`config.mk`:
```
export PLATFORM = sky130hd
export DESIGN_NAME = sqc_top
export DESIGN_NICKNAME = d
export VERILOG_FILES = /design/src/core/sqc_pkg.sv /design/src/core/sqc_top.sv /design/src/core/sqc_divider.sv
export VERILOG_INCLUDE_DIRS = /design/src /design/src/core
export SDC_FILE = /design/constraint.sdc
export NUM_CORES = 1
export LEC_CHECK = 0
export ABC_AREA = 0
export BUFFER_PORTS_ARGS = -buffer_cell sky130_fd_sc_hd__buf_4
export CORE_UTILIZATION = 63
export CTS_CLUSTER_SIZE = 24
export DETAILED_ROUTE_END_ITERATION = 8
export MAX_ROUTING_LAYER = met4
export PLACE_DENSITY = 0.89
export RECOVER_POWER = 50
export SYNTH_ARGS = -nofsm -noshare
export SYNTH_HDL_FRONTEND = slang
export SYNTH_SLANG_ARGS = --single-unit
```
`constraint.sdc`:
```
create_clock -name clk -period 2.66 [get_ports clk]
set_input_delay 0 -clock clk [delete_from_list [all_inputs] [get_ports clk]]
set_output_delay 0 -clock clk [all_outputs]
set_load 0.02 [all_outputs]
```
`src/core/sqc_consts.svh`:
```
// Register offsets, field positions, reset values and timing figures of the sequencer config bank.
`ifndef SQC_CONSTS_SVH
`define SQC_CONSTS_SVH

`define SQC_ADDR_FIRST            8'h43
`define SQC_ADDR_SEQ_CONFIG       8'h43
`define SQC_ADDR_BASE_LOW         8'h46
`define SQC_ADDR_BASE_HIGH        8'h47
`define SQC_ADDR_SEQ1_DIV_LOW     8'h48
`define SQC_ADDR_SEQ1_DIV_HIGH    8'h49
`define SQC_ADDR_SEQ2_DIV_LOW     8'h4A
`define SQC_ADDR_SEQ2_DIV_HIGH    8'h4B
`define SQC_ADDR_ADC1_SEQA_MASK   8'h4C
`define SQC_ADDR_ADC1_SEQB_MASK   8'h4D
`define SQC_ADDR_ADC2_SEQA_MASK   8'h4E
`define SQC_ADDR_ADC2_SEQB_MASK   8'h4F
`define SQC_ADDR_SEQA_MODES_FIRST 8'h50
`define SQC_ADDR_SEQA_MODES_LAST  8'h51
`define SQC_ADDR_SEQB_MODES       8'h52

`define SQC_REG_COUNT             16
`define SQC_RESET_BYTE            8'h00
`define SQC_MASK_FULL             8'hFF
`define SQC_MASK_NIBBLE           8'h0F
`define SQC_MASK_SEQ_CONFIG       8'h88
`define SQC_MASK_NONE             8'h00
`define SQC_FIRST_EN_BIT          3
`define SQC_SECOND_EN_BIT         7

`define SQC_SEQ1_SLOTS            8
`define SQC_SEQ2_SLOTS            4
`define SQC_MODE_TOP_SHIFT        4'hE

`define SQC_CLK_PERIOD_NS         40
`define SQC_BASE_UNIT_US          31.25
`define SQC_DIV_WIDTH             16

`endif

```
`src/core/sqc_pkg.sv`:
```
// Types shared by the sequencer config bank and its test bench.
package sqc_pkg;

  typedef enum logic [1:0] {
    SQC_MODE_SINGLE     = 2'h0,
    SQC_MODE_DOUBLE     = 2'h1,
    SQC_MODE_TRIPLE     = 2'h2,
    SQC_MODE_SAR_SINGLE = 2'h3
  } sqc_mode_t;

  typedef enum logic {
    SQC_WALK_IDLE = 1'h0,
    SQC_WALK_RUN  = 1'h1
  } sqc_walk_t;

  typedef struct packed {
    logic      valid;
    logic [2:0] slot;
    sqc_mode_t mode;
    logic      adc1_conv;
    logic      adc2_conv;
  } sqc_slot_t;

  typedef struct packed {
    logic       wr;
    logic       rd;
    logic [7:0] addr;
    logic [7:0] wdata;
  } sqc_reg_req_t;

endpackage

```
`src/core/sqc_top.sv`:
```
// Sequencer rate and subsample configuration bank with its period and slot logic.
`timescale 1ns/1ps
`include "sqc_consts.svh"
module sqc_top #(
  parameter int CLK_NS = `SQC_CLK_PERIOD_NS
) (
  input  wire logic                   clk,
  input  wire logic                   rst_n,
  input  wire sqc_pkg::sqc_reg_req_t  reg_req,
  output logic [7:0]                  reg_rdata,
  output logic [1:0]                  seq_start,
  output sqc_pkg::sqc_slot_t [1:0]    seq_slot
);

  localparam logic [15:0] UNIT_NS = 16'($rtoi(`SQC_BASE_UNIT_US * 1000.0));
  localparam logic [15:0] STEP_NS = 16'(CLK_NS);

  if (CLK_NS < 1 || CLK_NS >= int'(UNIT_NS)) begin : g_bad_clock
    $error("sqc_top clock period must be between 1 ns and the base unit.");
  end

  logic [7:0]                 cfg [`SQC_REG_COUNT];
  logic [7:0]                 next_cfg [`SQC_REG_COUNT];
  logic [7:0]                 next_rdata;
  logic [3:0]                 req_idx;
  logic [7:0]                 req_mask;
  logic [1:0]                 seq_enable;
  logic [15:0]                base_div;
  logic [1:0][15:0]           seq_div;
  logic [1:0][7:0]            adc1_mask;
  logic [1:0][7:0]            adc2_mask;
  logic [1:0][15:0]           mode_flat;
  logic [1:0]                 div_written;
  logic                       base_written;
  logic [15:0]                unit_acc;
  logic [15:0]                next_unit_acc;
  logic                       unit_tick;
  logic                       next_unit_tick;
  logic                       base_tick;
  logic [7:0]                 seq_config;

  function automatic logic [7:0] write_mask(input logic [7:0] a);
    case (a)
      `SQC_ADDR_SEQ_CONFIG:       write_mask = `SQC_MASK_SEQ_CONFIG;
      `SQC_ADDR_BASE_LOW,
      `SQC_ADDR_BASE_HIGH,
      `SQC_ADDR_SEQ1_DIV_LOW,
      `SQC_ADDR_SEQ1_DIV_HIGH,
      `SQC_ADDR_SEQ2_DIV_LOW,
      `SQC_ADDR_SEQ2_DIV_HIGH,
      `SQC_ADDR_ADC1_SEQA_MASK,
      `SQC_ADDR_ADC2_SEQA_MASK,
      `SQC_ADDR_SEQA_MODES_FIRST,
      `SQC_ADDR_SEQA_MODES_LAST,
      `SQC_ADDR_SEQB_MODES:       write_mask = `SQC_MASK_FULL;
      `SQC_ADDR_ADC1_SEQB_MASK,
      `SQC_ADDR_ADC2_SEQB_MASK:   write_mask = `SQC_MASK_NIBBLE;
      default:                    write_mask = `SQC_MASK_NONE;
    endcase
  endfunction

  function automatic logic [7:0] cfg_at(input logic [7:0] a);
    cfg_at = cfg[4'(a - `SQC_ADDR_FIRST)];
  endfunction

  assign req_idx  = 4'(reg_req.addr - `SQC_ADDR_FIRST);
  assign req_mask = write_mask(reg_req.addr);

  // Unmapped offsets have an empty mask, so writes vanish and reads give zero.
  always_comb begin
    next_cfg   = cfg;
    next_rdata = reg_rdata;
    if (reg_req.wr && req_mask != `SQC_MASK_NONE) begin
      next_cfg[req_idx] = reg_req.wdata & req_mask;
    end
    if (reg_req.rd) begin
      next_rdata = cfg[req_idx] & req_mask;
    end
  end

  always_ff @(posedge clk or negedge rst_n) begin
    if (!rst_n) begin
      for (int i = 0; i < `SQC_REG_COUNT; i++) begin
        cfg[i] <= `SQC_RESET_BYTE;
      end
      reg_rdata <= `SQC_RESET_BYTE;
    end else begin
      cfg       <= next_cfg;
      reg_rdata <= next_rdata;
    end
  end

  // A process and not assigns: an assign would miss register changes seen only inside cfg_at.
  always_comb begin
    seq_config    = cfg_at(`SQC_ADDR_SEQ_CONFIG);
    seq_enable[0] = seq_config[`SQC_FIRST_EN_BIT];
    seq_enable[1] = seq_config[`SQC_SECOND_EN_BIT];
    base_div      = {cfg_at(`SQC_ADDR_BASE_HIGH), cfg_at(`SQC_ADDR_BASE_LOW)};
    seq_div[0]    = {cfg_at(`SQC_ADDR_SEQ1_DIV_HIGH), cfg_at(`SQC_ADDR_SEQ1_DIV_LOW)};
    seq_div[1]    = {cfg_at(`SQC_ADDR_SEQ2_DIV_HIGH), cfg_at(`SQC_ADDR_SEQ2_DIV_LOW)};
    adc1_mask[0]  = cfg_at(`SQC_ADDR_ADC1_SEQA_MASK);
    adc1_mask[1]  = cfg_at(`SQC_ADDR_ADC1_SEQB_MASK);
    adc2_mask[0]  = cfg_at(`SQC_ADDR_ADC2_SEQA_MASK);
    adc2_mask[1]  = cfg_at(`SQC_ADDR_ADC2_SEQB_MASK);
    mode_flat[0]  = {cfg_at(`SQC_ADDR_SEQA_MODES_FIRST),
                     cfg_at(`SQC_ADDR_SEQA_MODES_LAST)};
    mode_flat[1]  = {cfg_at(`SQC_ADDR_SEQB_MODES), `SQC_RESET_BYTE};
  end

  assign base_written   = reg_req.wr && (reg_req.addr == `SQC_ADDR_BASE_LOW ||
                                         reg_req.addr == `SQC_ADDR_BASE_HIGH);
  assign div_written[0] = reg_req.wr && (reg_req.addr == `SQC_ADDR_SEQ1_DIV_LOW ||
                                         reg_req.addr == `SQC_ADDR_SEQ1_DIV_HIGH);
  assign div_written[1] = reg_req.wr && (reg_req.addr == `SQC_ADDR_SEQ2_DIV_LOW ||
                                         reg_req.addr == `SQC_ADDR_SEQ2_DIV_HIGH);

  // The base unit is not a whole number of clock periods, so a remainder
  // accumulator keeps the long-run rate exact at the cost of one cycle jitter.
  always_comb begin
    next_unit_acc  = '0;
    next_unit_tick = 1'b0;
    if (|seq_enable) begin
      next_unit_acc = 16'(unit_acc + STEP_NS);
      if (next_unit_acc >= UNIT_NS) begin
        next_unit_acc  = 16'(next_unit_acc - UNIT_NS);
        next_unit_tick = 1'b1;
      end
    end
  end

  always_ff @(posedge clk or negedge rst_n) begin
    if (!rst_n) begin
      unit_acc  <= '0;
      unit_tick <= 1'b0;
    end else begin
      unit_acc  <= next_unit_acc;
      unit_tick <= next_unit_tick;
    end
  end

  sqc_divider #(.W(`SQC_DIV_WIDTH)) u_base_div (
    .clk      (clk),
    .rst_n    (rst_n),
    .enable   (|seq_enable),
    .in_tick  (unit_tick),
    .div      (base_div),
    .out_tick (base_tick)
  );

  logic [16:0] unit_count;
  logic        unit_clean;

  always_ff @(posedge clk or negedge rst_n) begin
    if (!rst_n) begin
      unit_count <= '0;
      unit_clean <= 1'b0;
    end else if (!(|seq_enable) || base_written) begin
      unit_count <= '0;
      unit_clean <= 1'b0;
    end else if (base_tick) begin
      unit_count <= '0;
      unit_clean <= 1'b1;
    end else if (unit_tick) begin
      unit_count <= 17'(unit_count + 1'b1);
    end
  end

  for (genvar s = 0; s < 2; s++) begin : g_seq
    localparam logic [2:0] LAST_SLOT = (s == 0) ? 3'(`SQC_SEQ1_SLOTS - 1)
                                                : 3'(`SQC_SEQ2_SLOTS - 1);

    sqc_pkg::sqc_walk_t state;
    sqc_pkg::sqc_walk_t next_state;
    logic [2:0]         slot;
    logic [2:0]         next_slot;
    sqc_pkg::sqc_slot_t next_out;
    logic [16:0]        period_count;
    logic               period_clean;

    sqc_divider #(.W(`SQC_DIV_WIDTH)) u_seq_div (
      .clk      (clk),
      .rst_n    (rst_n),
      .enable   (seq_enable[s]),
      .in_tick  (base_tick),
      .div      (seq_div[s]),
      .out_tick (seq_start[s])
    );

    // One slot per clock after each sample start; a dropped enable aborts the walk.
    always_comb begin
      next_state = state;
      next_slot  = slot;
      next_out   = '0;
      case (state)
        sqc_pkg::SQC_WALK_IDLE: begin
          if (seq_start[s] && seq_enable[s]) begin
            next_state = sqc_pkg::SQC_WALK_RUN;
            next_slot  = '0;
          end
        end
        sqc_pkg::SQC_WALK_RUN: begin
          if (!seq_enable[s]) begin
            next_state = sqc_pkg::SQC_WALK_IDLE;
          end else begin
            next_out.valid     = 1'b1;
            next_out.slot      = slot;
            next_out.mode      = sqc_pkg::sqc_mode_t'(2'(mode_flat[s] >>
                                 (`SQC_MODE_TOP_SHIFT - {slot, 1'b0})));
            next_out.adc1_conv = adc1_mask[s][slot];
            next_out.adc2_conv = adc2_mask[s][slot];
            if (slot == LAST_SLOT) begin
              next_state = sqc_pkg::SQC_WALK_IDLE;
            end else begin
              next_slot = 3'(slot + 1'b1);
            end
          end
        end
        default: begin
          next_state = sqc_pkg::SQC_WALK_IDLE;
        end
      endcase
    end

    always_ff @(posedge clk or negedge rst_n) begin
      if (!rst_n) begin
        state       <= sqc_pkg::SQC_WALK_IDLE;
        slot        <= '0;
        seq_slot[s] <= '0;
      end else begin
        state       <= next_state;
        slot        <= next_slot;
        seq_slot[s] <= next_out;
      end
    end

    always_ff @(posedge clk or negedge rst_n) begin
      if (!rst_n) begin
        period_count <= '0;
        period_clean <= 1'b0;
      end else if (!seq_enable[s] || div_written[s]) begin
        period_count <= '0;
        period_clean <= 1'b0;
      end else if (seq_start[s]) begin
        period_count <= '0;
        period_clean <= 1'b1;
      end else if (base_tick) begin
        period_count <= 17'(period_count + 1'b1);
      end
    end

  end
endmodule // sqc_top

```
`src/core/sqc_divider.sv`:
```
// Tick divider: one output pulse for every div+1 input ticks.
`timescale 1ns/1ps
`include "sqc_consts.svh"
module sqc_divider #(
  parameter int W = `SQC_DIV_WIDTH
) (
  input  wire logic         clk,
  input  wire logic         rst_n,
  input  wire logic         enable,
  input  wire logic         in_tick,
  input  wire logic [W-1:0] div,
  output logic              out_tick
);

  logic [W-1:0] count;
  logic [W-1:0] next_count;
  logic         next_out_tick;

  if (W < 1) begin : g_bad_width
    $error("sqc_divider needs a width of at least one bit.");
  end

  // A greater-or-equal compare lets a period shortened on the fly end at once.
  always_comb begin
    next_count    = count;
    next_out_tick = 1'b0;
    if (!enable) begin
      next_count = '0;
    end else if (in_tick) begin
      if (count >= div) begin
        next_count    = '0;
        next_out_tick = 1'b1;
      end else begin
        next_count = W'(count + 1'b1);
      end
    end
  end

  always_ff @(posedge clk or negedge rst_n) begin
    if (!rst_n) begin
      count    <= '0;
      out_tick <= 1'b0;
    end else begin
      count    <= next_count;
      out_tick <= next_out_tick;
    end
  end

endmodule // sqc_divider

```
After elaboration in Yosys (flattened, before gate mapping)

Cells that the tools add are included.

Output and inout port bits: 26
Register bits after elaboration: 228
Input bits: 20

Shifts and indexed selects: 2
Reduce and logical (&&, ||, !) cells: 10
Add/sub/neg operators: 10
Equality and inequality tests: 25
Bitwise gates (word level): 5
$lt $le $gt $ge: 8
Mux-type cells: 57

Operator list:

| cell                   | count |
|---|---|
| $mux 16                | 11 |
| $bwmux 128             | 1 |
| $eq 8x7->1 const B     | 14 |
| $mux 8                 | 7 |
| $add 16x1->16 const B  | 3 |
| $ge 16x16->1           | 3 |
| $bmux 8 s4             | 1 |
| $demux 8 s4            | 1 |
| $shr 16x4->2           | 2 |
| $pmux 8 s3             | 1 |
| $mux 1                 | 21 |
| $mux 3                 | 6 |
| $add 16x6->16 const B  | 1 |
| $and 8x8->8            | 2 |
| $ge 16x15->1 const B   | 1 |
| $sub 16x15->16 const B | 1 |
| $ne 2x2->1 const B     | 7 |
| $bmux 1 s3             | 4 |
| $pmux 3 s2             | 2 |
| $reduce_or 11->1       | 1 |
| $lt 3x4->1 const B     | 2 |
| $reduce_bool 8->1      | 1 |
| $sub 4x4->4 const A    | 2 |
| $add 3x1->3 const B    | 2 |
| 12 further kinds       | 20 |

Logic depth before layout (Yosys ltp)

Word-level depth: 7
Mapped depth: 14
Depth with buffers taken out: 9

By module

From an unflattened synthesis, not the netlist that was laid out.

Cells, all modules: 1117
Area total of the unflattened synthesis: 13078.8 um^2

By module, submodules not included:

| module      | cells an instance | times used | area each (um^2) | sequential area each (um^2) |
|---|---|---|---|---|
| sqc_top     | 670               | 1          | 9066.2           | 4404.2 |
| sqc_divider | 149               | 3          | 1337.5           | 425.4 |

Worst setup path after synthesis

Ideal clock, no wire load.

Path kind: input to register
Start point: input reg_req[8] (netlist name)
End point: register reg_rdata[6]
Required time: 2.524 ns
Slack: -0.702 ns
Library setup time: 0.136 ns
Arrival: 3.226 ns
Stages: 11
Buffers on the path: 5
Cell sequence: buf_2 > buf_1 > clkbuf_1 > inv_1 > ha_1 > clkbuf_1 > buf_1 > mux4_2 > mux4_2 > nand3_1 > o21ai_0

Word-level cells in the longest chain between the ends: 6
Elaborated cells between the ends (all ways): 23
Classes of those cells: add/sub (1); eq/ne (14); mux (4); bitwise (2); reduce/logical (2)

Ends and longest elaborated chain:

| item                                      | line          | text |
|---|---|---|
| from (decl)                               | sqc_top.sv:9  | `input wire sqc_pkg::sqc_reg_req_t reg_req,` |
| $sub 4x2->4 (no line)                     | -             |  |
| $not 4->5 (not written as such)           | sqc_top.sv:77 | `next_rdata = cfg[req_idx] & req_mask;` |
| $bmux 8 s4                                | sqc_top.sv:77 |  |
| $mux 8 (not written as such) (2 in a row) | sqc_top.sv:77 |  |
| $and 8x8->8 (*)                           | sqc_top.sv:77 |  |
| to (signal assigned)                      | sqc_top.sv:86 | `` reg_rdata <= `SQC_RESET_BYTE; `` |
| to (signal assigned)                      | sqc_top.sv:89 | `reg_rdata <= next_rdata;` |
| to (decl)                                 | sqc_top.sv:10 | `output logic [7:0] reg_rdata,` |

Every way passes the cells marked *; elsewhere a longest branch is shown, timed or not. The select of a mux whose other input is x is not followed.
A chain may end at the register's enable or synchronous reset.

Worst setup path in the final report

Start point: register cfg, in the netlist base_div[13]
End point: register u_base_div.count[5]

Word-level cells in the longest chain between the ends: 4

Ends and longest elaborated chain:

| item                              | line              | text |
|---|---|---|
| from (decl)                       | sqc_top.sv:22     | `` logic [7:0] cfg [`SQC_REG_COUNT]; `` |
| from (signal, indexed assignment) | sqc_top.sv:84     | `` cfg[i] <= `SQC_RESET_BYTE; `` |
| from (signal assigned)            | sqc_top.sv:88     | `cfg <= next_cfg;` |
| $ge 16x16->1                      | sqc_divider.sv:30 | `if (count >= div) begin` |
| $mux 16                           | sqc_divider.sv:30 |  |
| $mux 16                           | sqc_divider.sv:29 | `end else if (in_tick) begin` |
| $mux 16                           | sqc_divider.sv:27 | `if (!enable) begin` |
| to (signal assigned)              | sqc_divider.sv:44 | `count <= next_count;` |
| to (decl)                         | sqc_divider.sv:15 | `logic [W-1:0] count;` |

No other way between the ends. The select of a mux whose other input is x is not followed.

==> reports/metrics.csv <==
stage,metric,value,unit
routing,drcViolationCount,0,
clock_network,cts_made_buffers,24,
setup_path,rr_startpoint,base_div[13]$_DFFE_PN0P_,
clock_network,clk_pin_slew,0.06,ns
sta,fin_crit_sh,95.6,%
floorplanning,design.core.area,0.0197,mm²
sta,setup_viol,0,
power,finalPower,7.34,mW
logic_synthesis,synth_cell_types,74,
sta,fin_crit,2.54,ns
sta,slew_violations,62,
floorplanning,fp-row-count,51,
min_path,whs_endpoint,reg_rdata[7]$_DFFE_PN0P_,
min_path,hold_depth,5,
routing,drt_iter0_markers,1050,
sta,max_freq,393,MHz
routing,vias,10100,
logic_synthesis,yosys_most_used_dff,dfrtp_1,
setup_path,worstSetupPathType,reg2reg,
finish,drive_gt1_share,24.2,%
routing,drt_wl_total,34300,µm
logic_synthesis,yosys_register_bits,227,
logic_synthesis,synthesis.nets,1237,
setup_path,crit_path_max_fanout,11,
clock_network,cts_buffer_depth,3,
logic_synthesis,ys_seq_area_share,44.2,%
min_path,min_path_type,in2reg,
floorplanning,die-area,0.0210,mm²
finish,layout.nets,1289,
clock_network,cts_tree,done,
routing,drt-pass1-iter-count,6,
placed_design,dp.cells,1439,
global_route,antenna_found_initial,1,
finish,syn_to_final_growth,12.7,%
logic_synthesis,avgSynthCellArea,11.1,µm²
finish,finalNonFillerCells,1487,
placed_design,io_buffers,45,
sta,worst_pin_slew,1.62,ns
floorplanning,chipWidth,145,µm
clock_network,insertion_delay,0.53,ns
power,power.leakage,6.72,nW
global_route,grt_pass1_vias,10200,
floorplanning,ios,46,
sta,fin_skew,0.0140,ns
global_route,track_usage,35.4,%
placed_design,gp_congestion,0.970,
setup_path,startpoint_type,flop,
global_route,grt-ovfl-total,0,
logic_synthesis,synth-edff-count,0,
sta,hold_viol,0,
power,vdd_ir_drop_max,0.000486,V
logic_synthesis,yosys_warnings,0,
routing,detail-route-antenna-nets,0,
setup_path,end_kind,flop,
logic_synthesis,synthArstFlopShare,100,%
clock_network,cts_num_sinks,227,
sta,slew_headroom,-7.87,%
placed_design,pre_cts_ws,0.0512,ns
setup_path,reg2reg_to,u_base_div.count[5]$_DFFE_PN0P_,
logic_synthesis,syn_area,0.0128,mm²
floorplanning,fp.dieH,145,µm
setup_path,reg2reg_depth,8,
power,cellPowerDensity,507,mW/mm²
routing,viasPerCell,6.80,
placed_design,place_hpwl,23100,µm
sta,setup_tns,0,ns
floorplanning,initial_core_util,65.1,%
run,maxCapViolations,1,
logic_synthesis,synthCells,1154,
sta,fin_ws,0.118,ns
clock_network,htreeDepth,1,
global_route,grt_max_degree,85,
routing,wl_per_cell,23.1,µm
setup_path,cp.arrival,2.98,ns
global_route,grt_pass1_wl,54200,µm
run_status,status,"complete, but fails checks",
min_path,min-delay-start,reg_req[14],
clock_network,cts_root_buf,clkbuf_16,
setup_path,r2r_slack,0.12,ns
setup_path,critPathRequiredTime,3.09,ns
run_status,violations,"max-capacitance violations, max-slew violations",
==> synth_stat cells, types with 11 or more instances <==
library cell    n  area (µm²)
inv_1          87         327
buf_2          13        65.1
mux2_2         97        1090
dfrtp_1       227        5680
ha_1           63         788
mux2_1         18         203
o21ai_0        60         300
nor3_1         17        85.1
clkbuf_1       41         154
a21oi_1        36         180
nor2_1         47         176
and3_1         23         144
a31oi_1        25         156
nand3_1        50         250
xnor2_1        11        96.3
nand4_1        16         100
nor2b_1        11        68.8
nand2_1        76         285
a21o_1         23         173
mux4_2         54        1220
==> per-stage QoR <==
step / hold slack (ns) / instance area, µm² / util [%]
6_report: 0.0532 / 14500 / 73.4
5_1_grt: 0.0770 / 14500 / 73.4
4_1_cts: 0.0372 / 14400 / 73.2
3_5_place_dp: -0.0312 / 13600 / 69.1
3_3_place_gp: -0.0354 / 13600 / 69.1
2_1_floorplan: -0.296 / 12900 / -
==> placed cells by master, fill, tap and decap left out, types with 16 or more instances in the layout <==
cell	n
dfrtp_1	226
mux2_2	97
inv_1	87
nand2_1	76
buf_4	75
ha_1	61
o21ai_0	58
mux4_2	54
nand3_1	50
nor2_1	47
a21oi_1	34
a31oi_1	25
clkbuf_16	25
and3_1	23
a21o_1	23
mux2_1	18
nor3_1	17
nand4_1	16
clkbuf_1	16
==> kinds of logic after synthesis <==
logic type               after synthesis  synth area share [%]
AO/OA/AOI/OAI                        211                  10.6
XOR/XNOR                              19                  1.35
adder cells (fa/ha/maj)               63                  6.14
buffers and inverters                154                  4.84
flip-flops                           227                  44.2
multiplexers                         174                  19.9
AND/OR/NAND/NOR                      306                  12.9
==> sequential cells by signal (all words and copies together) (netlist names) <==
name and flops:
adc2_mask 16, seq_slot 16, g_seq.state 2, seq_config 8
cfg 72, reg_rdata 8, unit_acc 15, adc1_mask 16
base_div 16, unit_tick 1, g_seq.slot 6, g_seq.u_seq_div.out_tick 2
g_seq.u_seq_div.count 32, u_base_div.out_tick 1, u_base_div.count 16
==> critical path: stages, from the launching register on <==
cell	delay, ns
dfrtp_2	0.42
inv_1	0.07
ha_1	0.35
a211oi_2	0.29
o21ai_0	0.13
a221o_1	0.39
a211o_4	0.38
or3_1	0.35
o21ai_0	0.08
==> what timing repair did <==
item	in CTS	in global routing
gates resized for setup	0	13
hold buffers	2	0
endpoints found under the hold margin	235	0
buffers inserted	0	4
endpoints found under the setup margin	0	27
==> metal layers <==
layer / vias up / routed length [µm] / track usage, %
met5: - / 0 / -
met4: 0 / 1550 / 14.2
met3: 147 / 3540 / 7.67
met2: 654 / 16500 / 57.3
met1: 4994 / 12700 / 43.5
li1: 4320 / - / -
==> how the worst max path moves through the flow <==
stage	start	endpoint	slack [ns]
after detailed placement	unit_acc[3]$_DFF_PN0_	unit_acc[8]$_DFF_PN0_	0.05
after global routing	base_div[13]$_DFFE_PN0P_	u_base_div.count[13]$_DFFE_PN0P_	-0.06
final	base_div[13]$_DFFE_PN0P_	u_base_div.count[5]$_DFFE_PN0P_	0.12
after global placement	unit_acc[3]$_DFF_PN0_	unit_acc[8]$_DFF_PN0_	0.12
after floorplan	reg_req[8]	reg_rdata[6]$_DFFE_PN0P_	-0.0006
after CTS	unit_acc[3]$_DFF_PN0_	unit_acc[8]$_DFF_PN0_	0.04
==> area by class of cell <==
class | instances | area (µm²)
tap | 265 | 332
timing repair buffer | 93 | 726
sequential | 227 | 5680
multi-input combinational | 773 | 6610
clock buffer | 36 | 717
inverter | 87 | 327
antenna | 1 | 2.50
clock inverter | 5 | 78.8
fill | 1158 | 5250
==> where the power goes <==
| group | switching [mW] | leakage [nW] | total [mW] | internal, mW |
|---|---|---|---|---|
| sequential | 0.0192 | 3.09 | 3.50 | 3.48 |
| combinational | 0.257 | 3.24 | 0.416 | 0.159 |
| clock | 1.39 | 0.391 | 3.43 | 2.04 |
Note: power is estimated with default switching activity, not from simulation.
